File: src/common/swdu_map.svh
// Overview of operation
// (RL1) divide signed 32-bit dividend by divisor
// (RL2) completion writes full quotient register
// (RL3) completion writes full remainder register
// (RL4) never raise any arithmetic exception
// (RL5) zero divisor still completes, values unspecified
// (RL6) divide runs multi-cycle beside other instructions
// (RL7) result reads stall until results ready; stall is registered, so a read's first cycle is not stalled
// (RL8) overlapped results equal sequential results
// (RL9) no spacing needed between read and divide
// (RL10) quotient truncates, remainder follows dividend sign
// (RL11) busy from issue until results written
`ifndef SWDU_MAP_SVH
`define SWDU_MAP_SVH
`define SWDU_WIDTH 32
`define SWDU_QUOT_RESET 32'h00000000
`define SWDU_REM_RESET 32'h00000000
`endif

File: src/common/swdu_pkg.sv
package swdu_pkg;
  typedef logic [31:0] swdu_word_t;
  typedef enum logic [1:0] {
    SWDU_IDLE,
    SWDU_RUN,
    SWDU_FIX
  } swdu_state_t;
endpackage : swdu_pkg

File: src/common/swdu_step_if.sv
`timescale 1ns/1ps
`default_nettype none
interface swdu_step_if;
  logic [31:0] part_rem;
  logic [31:0] part_quot;
  logic [31:0] divisor_mag;
  logic [31:0] next_rem;
  logic [31:0] next_quot;
  modport core (output part_rem, output part_quot, output divisor_mag,
    input next_rem, input next_quot);
  modport step (input part_rem, input part_quot, input divisor_mag,
    output next_rem, output next_quot);
endinterface : swdu_step_if
`default_nettype wire

File: src/verilog/swdu_divider.sv
`timescale 1ns/1ps
`default_nettype none
`include "swdu_map.svh"
module swdu_divider #(
  parameter int STEPS = `SWDU_WIDTH
) (
  // clock and reset
  input wire logic core_clk,
  input wire logic reset_n,
  // divide issue
  input wire logic div_start,
  input wire swdu_pkg::swdu_word_t dividend_src,
  input wire swdu_pkg::swdu_word_t divisor_src,
  // result reads
  input wire logic move_from_quotient_reg,
  input wire logic move_from_remainder_reg,
  output logic read_stall,
  output logic busy,
  output logic done,
  // result registers
  output swdu_pkg::swdu_word_t quotient_reg,
  output swdu_pkg::swdu_word_t remainder_reg
);
  import swdu_pkg::*;

  // ****************************************
  // working state
  // ****************************************
  swdu_state_t state;
  logic [5:0] count;
  swdu_word_t work_rem;
  swdu_word_t work_quot;
  swdu_word_t div_mag;
  logic quot_neg;
  logic rem_neg;
  logic reset_meta_n;
  logic reset_sync_n;
  logic last_step;
  logic start_ok;
  swdu_step_if sif ();

  // ****************************************
  // step unit
  // ****************************************
  // one restoring step per run cycle, on magnitudes only
  assign sif.part_rem = work_rem;
  assign sif.part_quot = work_quot;
  assign sif.divisor_mag = div_mag;

  swdu_step u_step (
    .sif(sif)
  );

  // ****************************************
  // reset release
  // ****************************************
  // pin reset asserts at once, releases on the second edge
  always_ff @(posedge core_clk or negedge reset_n) begin
    if (!reset_n) begin
      reset_meta_n <= 1'b0;
      reset_sync_n <= 1'b0;
    end else begin
      reset_meta_n <= 1'b1;
      reset_sync_n <= reset_meta_n;
    end
  end

  // ****************************************
  // sequencer
  // ****************************************
  assign last_step = (count == 6'(STEPS - 1));
  // a start is taken outside the run phase only
  assign start_ok = div_start && (state != SWDU_RUN);

  // (RL6) multi-cycle sequence
  always_ff @(posedge core_clk or negedge reset_sync_n) begin
    if (!reset_sync_n) begin
      state <= SWDU_IDLE;
    end else begin
      case (state)
        SWDU_IDLE: begin
          if (div_start) begin
            state <= SWDU_RUN;
          end
        end
        SWDU_RUN: begin
          if (last_step) begin
            state <= SWDU_FIX;
          end
        end
        SWDU_FIX: begin
          // (RL9) back-to-back divide
          if (div_start) begin
            state <= SWDU_RUN;
          end else begin
            state <= SWDU_IDLE;
          end
        end
        default: begin
          state <= SWDU_IDLE;
        end
      endcase
    end
  end

  // step counter, cleared by every accepted start
  always_ff @(posedge core_clk or negedge reset_sync_n) begin
    if (!reset_sync_n) begin
      count <= 6'h00;
    end else if (start_ok) begin
      count <= 6'h00;
    end else if (state == SWDU_RUN) begin
      count <= count + 6'h01;
    end
  end

  // ****************************************
  // operand capture
  // ****************************************
  // (RL1) signed operand capture
  always_ff @(posedge core_clk or negedge reset_sync_n) begin
    if (!reset_sync_n) begin
      div_mag <= 32'h00000000;
    end else if (start_ok) begin
      div_mag <= divisor_src[31] ? 32'(-divisor_src) : divisor_src;
    end
  end

  // (RL10) sign of results
  always_ff @(posedge core_clk or negedge reset_sync_n) begin
    if (!reset_sync_n) begin
      quot_neg <= 1'b0;
      rem_neg <= 1'b0;
    end else if (start_ok) begin
      quot_neg <= dividend_src[31] ^ divisor_src[31];
      rem_neg <= dividend_src[31];
    end
  end

  // ****************************************
  // shift-subtract datapath
  // ****************************************
  // (RL5) zero divisor still runs all steps
  always_ff @(posedge core_clk or negedge reset_sync_n) begin
    if (!reset_sync_n) begin
      work_rem <= 32'h00000000;
      work_quot <= 32'h00000000;
    end else if (start_ok) begin
      work_rem <= 32'h00000000;
      work_quot <= dividend_src[31] ? 32'(-dividend_src) : dividend_src;
    end else if (state == SWDU_RUN) begin
      work_rem <= sif.next_rem;
      work_quot <= sif.next_quot;
    end
  end

  // ****************************************
  // result registers
  // ****************************************
  // (RL4) no exception path
  // (RL2) quotient write
  always_ff @(posedge core_clk or negedge reset_sync_n) begin
    if (!reset_sync_n) begin
      quotient_reg <= `SWDU_QUOT_RESET;
    end else if (state == SWDU_FIX) begin
      quotient_reg <= quot_neg ? 32'(-work_quot) : work_quot;
    end
  end

  // (RL3) remainder write
  always_ff @(posedge core_clk or negedge reset_sync_n) begin
    if (!reset_sync_n) begin
      remainder_reg <= `SWDU_REM_RESET;
    end else if (state == SWDU_FIX) begin
      remainder_reg <= rem_neg ? 32'(-work_rem) : work_rem;
    end
  end

  // ****************************************
  // status and interlock
  // ****************************************
  // (RL11) busy flag
  always_ff @(posedge core_clk or negedge reset_sync_n) begin
    if (!reset_sync_n) begin
      busy <= 1'b0;
    end else begin
      busy <= div_start || (state == SWDU_RUN);
    end
  end

  // one-cycle pulse alongside the result load
  always_ff @(posedge core_clk or negedge reset_sync_n) begin
    if (!reset_sync_n) begin
      done <= 1'b0;
    end else begin
      done <= (state == SWDU_FIX);
    end
  end

  // (RL7) read interlock
  // (RL8) stall is registered, so a read first made in an issue or run cycle is not stalled in that cycle
  always_ff @(posedge core_clk or negedge reset_sync_n) begin
    if (!reset_sync_n) begin
      read_stall <= 1'b0;
    end else begin
      read_stall <= (move_from_quotient_reg || move_from_remainder_reg)
        && (div_start || state == SWDU_RUN);
    end
  end
endmodule : swdu_divider
`default_nettype wire

File: src/verilog/swdu_step.sv
`timescale 1ns/1ps
`default_nettype none
module swdu_step (
  swdu_step_if.step sif
);
  logic [32:0] trial;
  logic [32:0] diff;
  // one restoring shift-subtract step
  always_comb begin
    trial = {sif.part_rem, sif.part_quot[31]};
    diff = trial - {1'b0, sif.divisor_mag};
    if (!diff[32]) begin
      sif.next_rem = diff[31:0];
      sif.next_quot = {sif.part_quot[30:0], 1'b1};
    end else begin
      sif.next_rem = trial[31:0];
      sif.next_quot = {sif.part_quot[30:0], 1'b0};
    end
  end
endmodule : swdu_step
`default_nettype wire

File: config.mk
export PLATFORM = sky130hd
export DESIGN_NAME = swdu_divider
export DESIGN_NICKNAME = d
export VERILOG_FILES = /design/src/common/swdu_pkg.sv /design/src/common/swdu_step_if.sv /design/src/verilog/swdu_divider.sv /design/src/verilog/swdu_step.sv
export VERILOG_INCLUDE_DIRS = /design/src /design/src/common
export SDC_FILE = /design/constraint.sdc
export NUM_CORES = 1
export LEC_CHECK = 0
export BUFFER_PORTS_ARGS = -buffer_cell sky130_fd_sc_hd__clkbuf_2
export CELL_PAD_IN_SITES_DETAIL_PLACEMENT = 0
export CELL_PAD_IN_SITES_GLOBAL_PLACEMENT = 2
export CORE_ASPECT_RATIO = 0.9
export CORE_MARGIN = 3
export CORE_UTILIZATION = 36
export DETAILED_ROUTE_END_ITERATION = 10
export PLACE_DENSITY_LB_ADDON = 0.08
export SYNTH_ARGS = -nofsm -noshare
export SYNTH_HDL_FRONTEND = slang
export SYNTH_SLANG_ARGS = --single-unit
File: constraint.sdc
create_clock -name core_clk -period 6.1 [get_ports core_clk]
set_input_delay 0.61 -clock core_clk [delete_from_list [all_inputs] [get_ports core_clk]]
set_output_delay 0.61 -clock core_clk [all_outputs]
set_load 0.05 [all_outputs]
==> impl_metrics.py, run 1 <==
metrics = {
    "critical_path": {
        "cp.required_ps": 6370,
        "cp_cell_sequence": "or4_4, or4_4, or3_4, or3_4, or3_4, or3_4, o31ai_4, xor2_1, o21ai_1",
        "worst_ep_arrival_time_ps": 3880,
        "end_kind": "register",
        "cp_num_buf_inv": 0,
        "path_class": "register to register",
        "critPathSlowestCell": "or4_4",
        "r2r_setup_slack_ps": 2490,
        "reg2reg_depth": 9,
        "cp-start-kind": "register",
        "crit_fanout": 5,
        "r2r-start": "sif.part_quot[8]",
        "crit_top_cell": "or3_4",
        "critPathTopFamily": "simple AND/OR/NAND/NOR gates",
        "slowest_delay_ps": 550,
        "reg2reg_to": "quotient_reg[30]",
    },
    "timing": {
        "setup_tns_ps": 0,
        "drv_slew": 0,
        "post-route-period-util": 0.591,
        "relSlewSlack": 0.289,
        "setup_viol": 0,
        "rsz0062_at_grt": "no",
        "skew_ps": 8.48,
        "max_clock_freq_mhz": 277,
        "tightest_slew_ps": 1070,
        "layout_min_cycle_time_ps": 3610,
        "worst_slack_ps": 2490,
        "hold_viol_final": 0,
    },
    "die": {
        "die_y_um": 173,
        "rows": 60,
        "pin_count": 136,
        "die_x_um": 191,
        "core-area_um2": 30100,
        "die_area_um2": 33000,
        "initial_core_util": 0.369,
    },
    "yosys": {
        "netlist_area_um2": 11100,
        "ys_ff_latch": 175,
        "synth_edf_count": 0,
        "yosys-top-cells-area": "dfrtp_1, xor2_1, o21ai_0",
        "ys.flop_type": "dfrtp_1",
        "synth_top_area_share": 0.395,
        "yosysUniqueCellTypes": 54,
        "synth_area_leader_cell": "dfrtp_1",
        "synth_nets": 1403,
        "synth_cells": 1296,
        "synth_area_per_cell_um2": 8.56,
        "synth_async_sr_flop_share": 1.00,
        "ys.warnings.count": 0,
        "yosysSeqAreaShare": 0.395,
    },
    "routing": {
        "vias": 9275,
        "final_antenna_net_count": 0,
        "wl_per_cell_um": 16.7,
        "drtIter0Drc": 456,
        "finalWirelength_um": 30200,
        "viasPerCell": 5.13,
        "drc": 0,
        "first_pass_iters": 4,
    },
    "power_and_ir_drop": {
        "ir_worst_vdd_v": 0.000387,
        "power_density_nw_per_um2": 595,
        "p_leak_uw": 0.00591,
        "finalPower_uw": 7580,
    },
    "clock_tree": {
        "cts.sinks": 175,
        "clkSlewWorstSetupHoldPaths_ps": 70,
        "tritoncts": "done",
        "clock_latency_ps": 430,
        "cts-buffers-inserted": 17,
        "cts_root_buf": "clkbuf_16",
        "cts_buffer_depth": 2,
        "htreeDepth": 4,
        "ctsResizeCount": 0,
    },
    "placed_design": {
        "portBuffers": 135,
        "place_congestion": 0.797,
        "place_ws_ps": 2290,
        "dp_hpwl_um": 22200,
    },
    "min_path": {
        "hold_end": "reset_sync_n",
        "hold_path.class": "register to register",
        "holdPathStages": 0,
        "hold_path_startpoint": "reset_meta_n",
    },
    "final_layout": {
        "multi_input_area_um2": 6320,
        "n_fill_cell": 3157,
        "seq_area_um2": 4380,
        "diodes": 0,
        "area_growth_syn_to_layout_pct": 14.7,
        "nNetsFinal": 1501,
        "final_common_cell": "nand2_1",
        "final_cell_mix": "nand2_1, o21ai_0, dfrtp_1, clkbuf_2, xor2_1",
        "drive_gt1_frac": 0.137,
    },
    "status": {
        "outcome": "completed",
    },
    "grt": {
        "grt_max_degree": 126,
        "track_usage": 0.184,
        "grt_pass1_wl_um": 48800,
        "grt_overflow": 0,
        "grt_pass1_vias": 8887,
        "antenna_found_initial": 1,
    },
    "job": {
        "cap_violations": 0,
    },
}
where the power goes:
group	switching (uW)	internal [uW]
combinational	2680	1500
sequential	597	1700
clock	459	643
cell families after synthesis:
| family | synth area share |
|---|---|
| xor+xnor | 0.118 |
| simple gates | 0.166 |
| compound gates | 0.204 |
| fa+ha+maj | 0.0435 |
| mux | 0.0336 |
| flops | 0.395 |
| other cells | 0.000338 |
| buf+inv | 0.0396 |
repair_timing:
action,4_1_cts,5_1_grt
setup buffers,0,0
hold endpoints to repair,2,0
hold buffers,1,0
Yosys cell counts, types with 6 or more instances:
cell type	number
a21o_1	10
a21oi_1	81
a32oi_1	10
buf_1	8
clkbuf_1	59
dfrtp_1	175
ha_1	37
inv_1	49
mux2i_1	35
nand2_1	191
nand2b_1	11
nand3_1	21
nor2_1	75
nor2b_1	8
nor3_1	10
o211ai_1	6
o21ai_0	186
o31ai_1	41
o41ai_1	16
or3_1	25
or4_1	18
xnor2_1	43
xor2_1	107
how the worst max path moves through the flow:
| stage | cells past startpoint | slack, ps | start | end |
|---|---|---|---|---|
| 2_1_floorplan | 0 | 860 | reset_sync_n | busy |
| 3_5_place_dp | 10 | 2290 | dividend_src[4] | sif.part_quot[23] |
| 5_1_grt | 13 | 2110 | sif.part_quot[31] | sif.part_rem[3] |
| 6_report | 9 | 2490 | sif.part_quot[8] | quotient_reg[30] |
| 4_1_cts | 13 | 2480 | sif.part_quot[31] | sif.part_rem[0] |
| 3_3_place_gp | 10 | 2350 | dividend_src[4] | sif.part_quot[29] |
final cells by class:
cell class,instances,area share
sequential,175,0.344
tap,403,0.0396
clock buffer,25,0.0389
inverter,50,0.0147
clock inverter,5,0.00629
multi-input combinational,1004,0.496
timing repair buffer,146,0.0598
through the flow:
stage | util | hold WS, ps | std cells | area, um^2
CTS | 0.423 | 358 | 1808 | 12700
global placement | 0.403 | 345 | 1777 | 12100
finish | 0.423 | 356 | 1808 | 12700
detailed placement | 0.403 | 340 | 1777 | 12100
global route | 0.423 | 367 | 1808 | 12700
floorplan | - | 314 | 1296 | 11100
routing by layer:
layer,GRT usage,routed length (um),up-vias
li1,-,-,4757
met1,0.282,15900,4378
met2,0.272,13100,119
met3,0.0312,907,19
met4,0.0361,285,2
met5,0,13,-
Note: power is estimated with default switching activity, not from simulation.
==> run 2: changes to the inputs <==
Clock period 6.1 ns to 3.35 ns, I/O delays scaled along.
==> impl_metrics.py, run 2 (synthesis gave the netlist of run 1 again) <==
metrics = {
    "status": {
        "outcome": "finished, violations left",
        "violations": "setup timing",
    },
    "timing": {
        "tightest_slew_ps": 921,
        "layout_min_cycle_time_ps": 3380,
        "skew_ps": 20.0,
        "hold_viol_final": 0,
        "post-route-period-util": 1.01,
        "setup_viol": 1,
        "max_clock_freq_mhz": 296,
        "rsz0062_at_grt": "yes",
        "relSlewSlack": 0.386,
        "worst_slack_ps": -26.6,
        "drv_slew": 0,
    },
    "routing": {
        "finalWirelength_um": 30900,
        "drtIter0Drc": 501,
        "viasPerCell": 5.11,
        "first_pass_iters": 5,
        "wl_per_cell_um": 16.6,
        "drc": 0,
        "final_antenna_net_count": 0,
        "vias": 9523,
    },
    "final_layout": {
        "drive_gt1_frac": 0.173,
        "final_cell_mix": "nand2_1, o21ai_0, dfrtp_1, clkbuf_2, xor2_1",
        "post-route-cell-area_um2": 13200,
        "diodes": 0,
        "nNetsFinal": 1556,
        "final_common_cell": "nand2_1",
        "area_growth_syn_to_layout_pct": 19.0,
    },
    "grt": {
        "grt_max_degree": 60,
        "grt_pass1_wl_um": 49700,
        "track_usage": 0.187,
        "antenna_found_initial": 1,
        "grt_overflow": 0,
        "grt_pass1_vias": 8791,
    },
    "die": {
        "die_area_um2": 33000,
        "core-area_um2": 30100,
        "initial_core_util": 0.369,
        "rows": 60,
        "die_y_um": 173,
        "pin_count": 136,
        "die_x_um": 191,
    },
    "clock_tree": {
        "htreeDepth": 4,
        "clock_latency_ps": 440,
        "cts_root_buf": "clkbuf_16",
        "cts-buffers-inserted": 17,
        "cts.sinks": 175,
        "tritoncts": "done",
        "cts_buffer_depth": 2,
        "clkSlewWorstSetupHoldPaths_ps": 80,
    },
    "critical_path": {
        "cp.required_ps": 3640,
        "reg2reg_to": "quotient_reg[30]",
        "critPathTopFamily": "simple AND/OR/NAND/NOR gates",
        "cp_num_buf_inv": 0,
        "cp-start-kind": "register",
        "cp_cell_sequence": "or4_4, or4_4, or3_4, or3_4, or3_4, or3_4, o31ai_4, xor2_1, o21ai_1",
        "path_class": "register to register",
        "crit_fanout": 2,
        "crit_top_cell": "or3_4",
        "r2r_setup_slack_ps": -30,
        "slowest_delay_ps": 530,
        "reg2reg_depth": 9,
        "worst_ep_arrival_time_ps": 3660,
        "critPathSlowestCell": "or4_4",
        "end_kind": "register",
        "r2r-start": "sif.part_quot[8]",
    },
    "power_and_ir_drop": {
        "power_density_nw_per_um2": 1090,
        "ir_worst_vdd_v": 0.000498,
        "p_leak_uw": 0.00621,
        "finalPower_uw": 14400,
    },
    "min_path": {
        "holdPathStages": 3,
        "hold_path_startpoint": "move_from_quotient_reg",
        "hold_end": "read_stall",
        "hold_path.class": "input pin to register",
    },
    "job": {
        "cap_violations": 0,
    },
    "placed_design": {
        "portBuffers": 135,
        "place_area_um2": 12600,
        "place_congestion": 0.810,
        "dp_hpwl_um": 23500,
    },
}
-- run 2: worst reg2reg max path, cell delays in order, from the launching register on --
cell and delay, ps:
dfrtp_1 380, or4_4 530, or4_4 420, or3_4 400, or3_4 350, or3_4 350
or3_4 390, o31ai_4 180, xor2_1 160, o21ai_1 80
-- run 2: report_power, final --
group | total (uW) | switching, uW | internal (uW)
combinational | 8460 | 5270 | 3180
clock | 1990 | 981 | 1010
sequential | 3950 | 859 | 3090
total | 14400 | 7110 | 7280
-- run 2: worst max path at each step --
stage	from	end	cells past startpoint
final	sif.part_quot[8]	quotient_reg[30]	9
after global routing	sif.part_quot[9]	quotient_reg[30]	9
after CTS	sif.part_quot[8]	quotient_reg[30]	9
after detailed placement	sif.part_quot[8]	quotient_reg[30]	9
after global placement	sif.part_quot[8]	quotient_reg[30]	9
after floorplan	sif.part_quot[8]	quotient_reg[30]	9
-- run 2: final cells by class --
cell class / count / area [um^2]
inverter: 50 / 188
clock inverter: 14 / 136
tap: 403 / 504
timing repair buffer: 201 / 1240
fill: 3085 / 16900
multi-input combinational: 1004 / 6320
clock buffer: 18 / 439
sequential: 175 / 4380
-- run 2: routing by layer --
layer	track usage	part of all wire
met3	0.0292	0.047
met4	0.0324	0.0062
met2	0.252	0.39
met5	0	0.00042
met1	0.312	0.55
-- run 2: through the flow --
stage | hold slack (ps) | setup slack [ps] | setup TNS [ps] | instances | utilization
global placement | 122 | -9.16 | -9.16 | 1831 | 0.419
floorplan | 39.4 | 23.7 | 0 | 1296 | -
CTS | 98.7 | -29.7 | -29.7 | 1864 | 0.438
finish | 123 | -26.6 | -26.6 | 1865 | 0.439
detailed placement | 123 | -10.4 | -10.4 | 1831 | 0.419
global route | 112 | -130 | -148 | 1865 | 0.439
-- run 2: what timing repair did --
action,in CTS,in global routing
endpoints found under the hold margin,2,0
pin swaps,0,5
gates resized for setup,0,2
endpoints found under the setup margin,1,12
buffers inserted,0,1
hold buffers,1,0
==> run 3: changes to the inputs <==
Settings changed: PLACE_DENSITY_LB_ADDON 0.08 to 0.1.
==> impl_metrics.py, run 3 (synthesis gave the netlist of run 1 again) <==
metrics = {
    "die": {
        "die_y_um": 173,
        "initial_core_util": 0.369,
        "die_x_um": 191,
        "pin_count": 136,
        "core-area_um2": 30100,
        "die_area_um2": 33000,
        "rows": 60,
    },
    "critical_path": {
        "cp_num_buf_inv": 0,
        "worst_ep_arrival_time_ps": 3660,
        "critPathSlowestCell": "or4_4",
        "crit_fanout": 2,
        "slowest_delay_ps": 530,
        "path_class": "register to register",
        "cp.required_ps": 3640,
        "end_kind": "register",
        "cp-start-kind": "register",
        "cp_cell_sequence": "or4_4, or4_4, or3_4, or3_4, or3_4, or3_4, o31ai_4, xor2_1, o21ai_1",
        "crit_top_cell": "or3_4",
        "critPathTopFamily": "simple AND/OR/NAND/NOR gates",
    },
    "timing": {
        "skew_ps": 14.4,
        "drv_slew": 0,
        "tightest_slew_ps": 1150,
        "post-route-period-util": 1.01,
        "max_clock_freq_mhz": 297,
        "rsz0062_at_grt": "yes",
        "setup_viol": 1,
        "hold_viol_final": 0,
        "layout_min_cycle_time_ps": 3370,
        "worst_slack_ps": -17.1,
        "relSlewSlack": 0.233,
        "setup_tns_ps": -17.1,
    },
    "final_layout": {
        "layoutNonFillerInstCount": 1860,
        "nNetsFinal": 1551,
        "utilization": 0.438,
        "drive_gt1_frac": 0.173,
        "final_common_cell": "nand2_1",
        "seq_area_um2": 4380,
        "multi_input_area_um2": 6330,
        "area_growth_syn_to_layout_pct": 18.8,
        "final_cell_mix": "nand2_1, o21ai_0, dfrtp_1, clkbuf_2, xor2_1",
        "n_fill_cell": 3079,
        "diodes": 0,
    },
    "job": {
        "cap_violations": 0,
    },
    "placed_design": {
        "post-place-cells": 1826,
        "place_congestion": 0.827,
        "portBuffers": 135,
        "dp_hpwl_um": 23100,
    },
    "power_and_ir_drop": {
        "power_density_nw_per_um2": 1100,
        "p_int_uw": 7340,
        "clock_power_share": 0.142,
        "p_leak_uw": 0.00618,
        "finalPower_uw": 14500,
        "power_frac_comb": 0.584,
        "p_sw_frac": 0.493,
        "ir_worst_vdd_v": 0.000448,
        "p_sw_uw": 7130,
        "power_frac_seq": 0.274,
    },
    "routing": {
        "drtIter0Drc": 467,
        "finalWirelength_um": 30800,
        "dr_wl_met2_um": 12200,
        "met3_length_um": 1140,
        "wl_per_cell_um": 16.6,
        "drc": 0,
        "m1WireLength_um": 17300,
        "vias": 9507,
        "viasPerCell": 5.11,
        "final_antenna_net_count": 0,
        "top_layer": "met4",
        "first_pass_iters": 5,
    },
    "clock_tree": {
        "clkSlewWorstSetupHoldPaths_ps": 80,
        "cts_buffer_depth": 2,
        "cts_root_buf": "clkbuf_16",
        "htreeDepth": 4,
        "tritoncts": "done",
        "cts.sinks": 175,
        "cts-buffers-inserted": 17,
        "clock_latency_ps": 440,
    },
    "status": {
        "outcome": "finished, violations left",
        "violations": "setup timing",
    },
    "grt": {
        "grt_max_degree": 130,
        "grt_pass1_vias": 9013,
        "antenna_found_initial": 0,
        "grt_pass1_wl_um": 50400,
        "grt_overflow": 0,
        "track_usage": 0.190,
    },
    "min_path": {
        "hold_path.class": "input pin to register",
    },
}
[run 3: cell count changes in the layout (fill, tap and decap cells not counted), sizes merged]
cell	previous run	this run
clkinvlp	0	2
bufinv	0	1
clkbuf	153	152
clkinv	5	3
buf	65	60
[run 3: final timing paths]
path,start,endpoint,slack [ps],cells past startpoint
setup / recovery,sif.part_quot[8],quotient_reg[30],-20,9
hold / removal,move_from_remainder_reg,read_stall,110,3
setup reg to reg,sif.part_quot[8],quotient_reg[30],-20,9
hold reg to reg,reset_meta_n,reset_sync_n,360,0
max in group asynchronous,reset_sync_n,sif.part_rem[8],2300,1
min in group asynchronous,reset_n,reset_sync_n,190,2
[run 3: per-layer routing]
metal / GRT usage / vias to the layer above
met5: 0 / -
met3: 0.0298 / 12
met1: 0.316 / 4465
li1: - / 4864
met2: 0.258 / 166
met4: 0.0324 / 0
[run 3: cell type report]
cell class	count	share of cell area
Inverter	50	0.0142
Clock inverter	15	0.0127
Timing Repair Buffer	196	0.0900
Tap cell	403	0.0383
Clock buffer	17	0.0323
Multi-Input combinational cell	1004	0.480
Sequential cell	175	0.333
[run 3: tightest hold or removal path, stage by stage]
cell      delay (ps)
clkbuf_2          70
nor2_1            40
nor2_1            70
[run 3: metrics by stage]
step / instance area [um^2] / setup WS, ps / hold slack [ps]
final: 13200 / -17.1 / 108
after global routing: 13200 / -140 / 91.3
after CTS: 13200 / -36.3 / 90.6
after detailed placement: 12600 / -36.7 / 123
after global placement: 12600 / -30.7 / 122
after floorplan: 11100 / 23.7 / 39.4
[run 3: power by group through the flow]
stage                     Clock, uW  Combinational [uW]  Sequential [uW]
final                          2050                8460             3960
after global routing           2200                9340             4130
after CTS                      2130                8450             3960
after detailed placement          0                8420             4000
after global placement            0                8380             3980
after floorplan                   0                4540             5280
[run 3: repair_timing]
| item | in CTS | in global routing |
|---|---|---|
| hold buffers | 1 | 0 |
| pin swaps | 0 | 1 |
| hold endpoints to repair | 2 | 0 |
| endpoints found under the setup margin | 1 | 17 |
| buffers inserted | 0 | 1 |
| gates resized for setup | 0 | 6 |
| gates cloned | 0 | 0 |
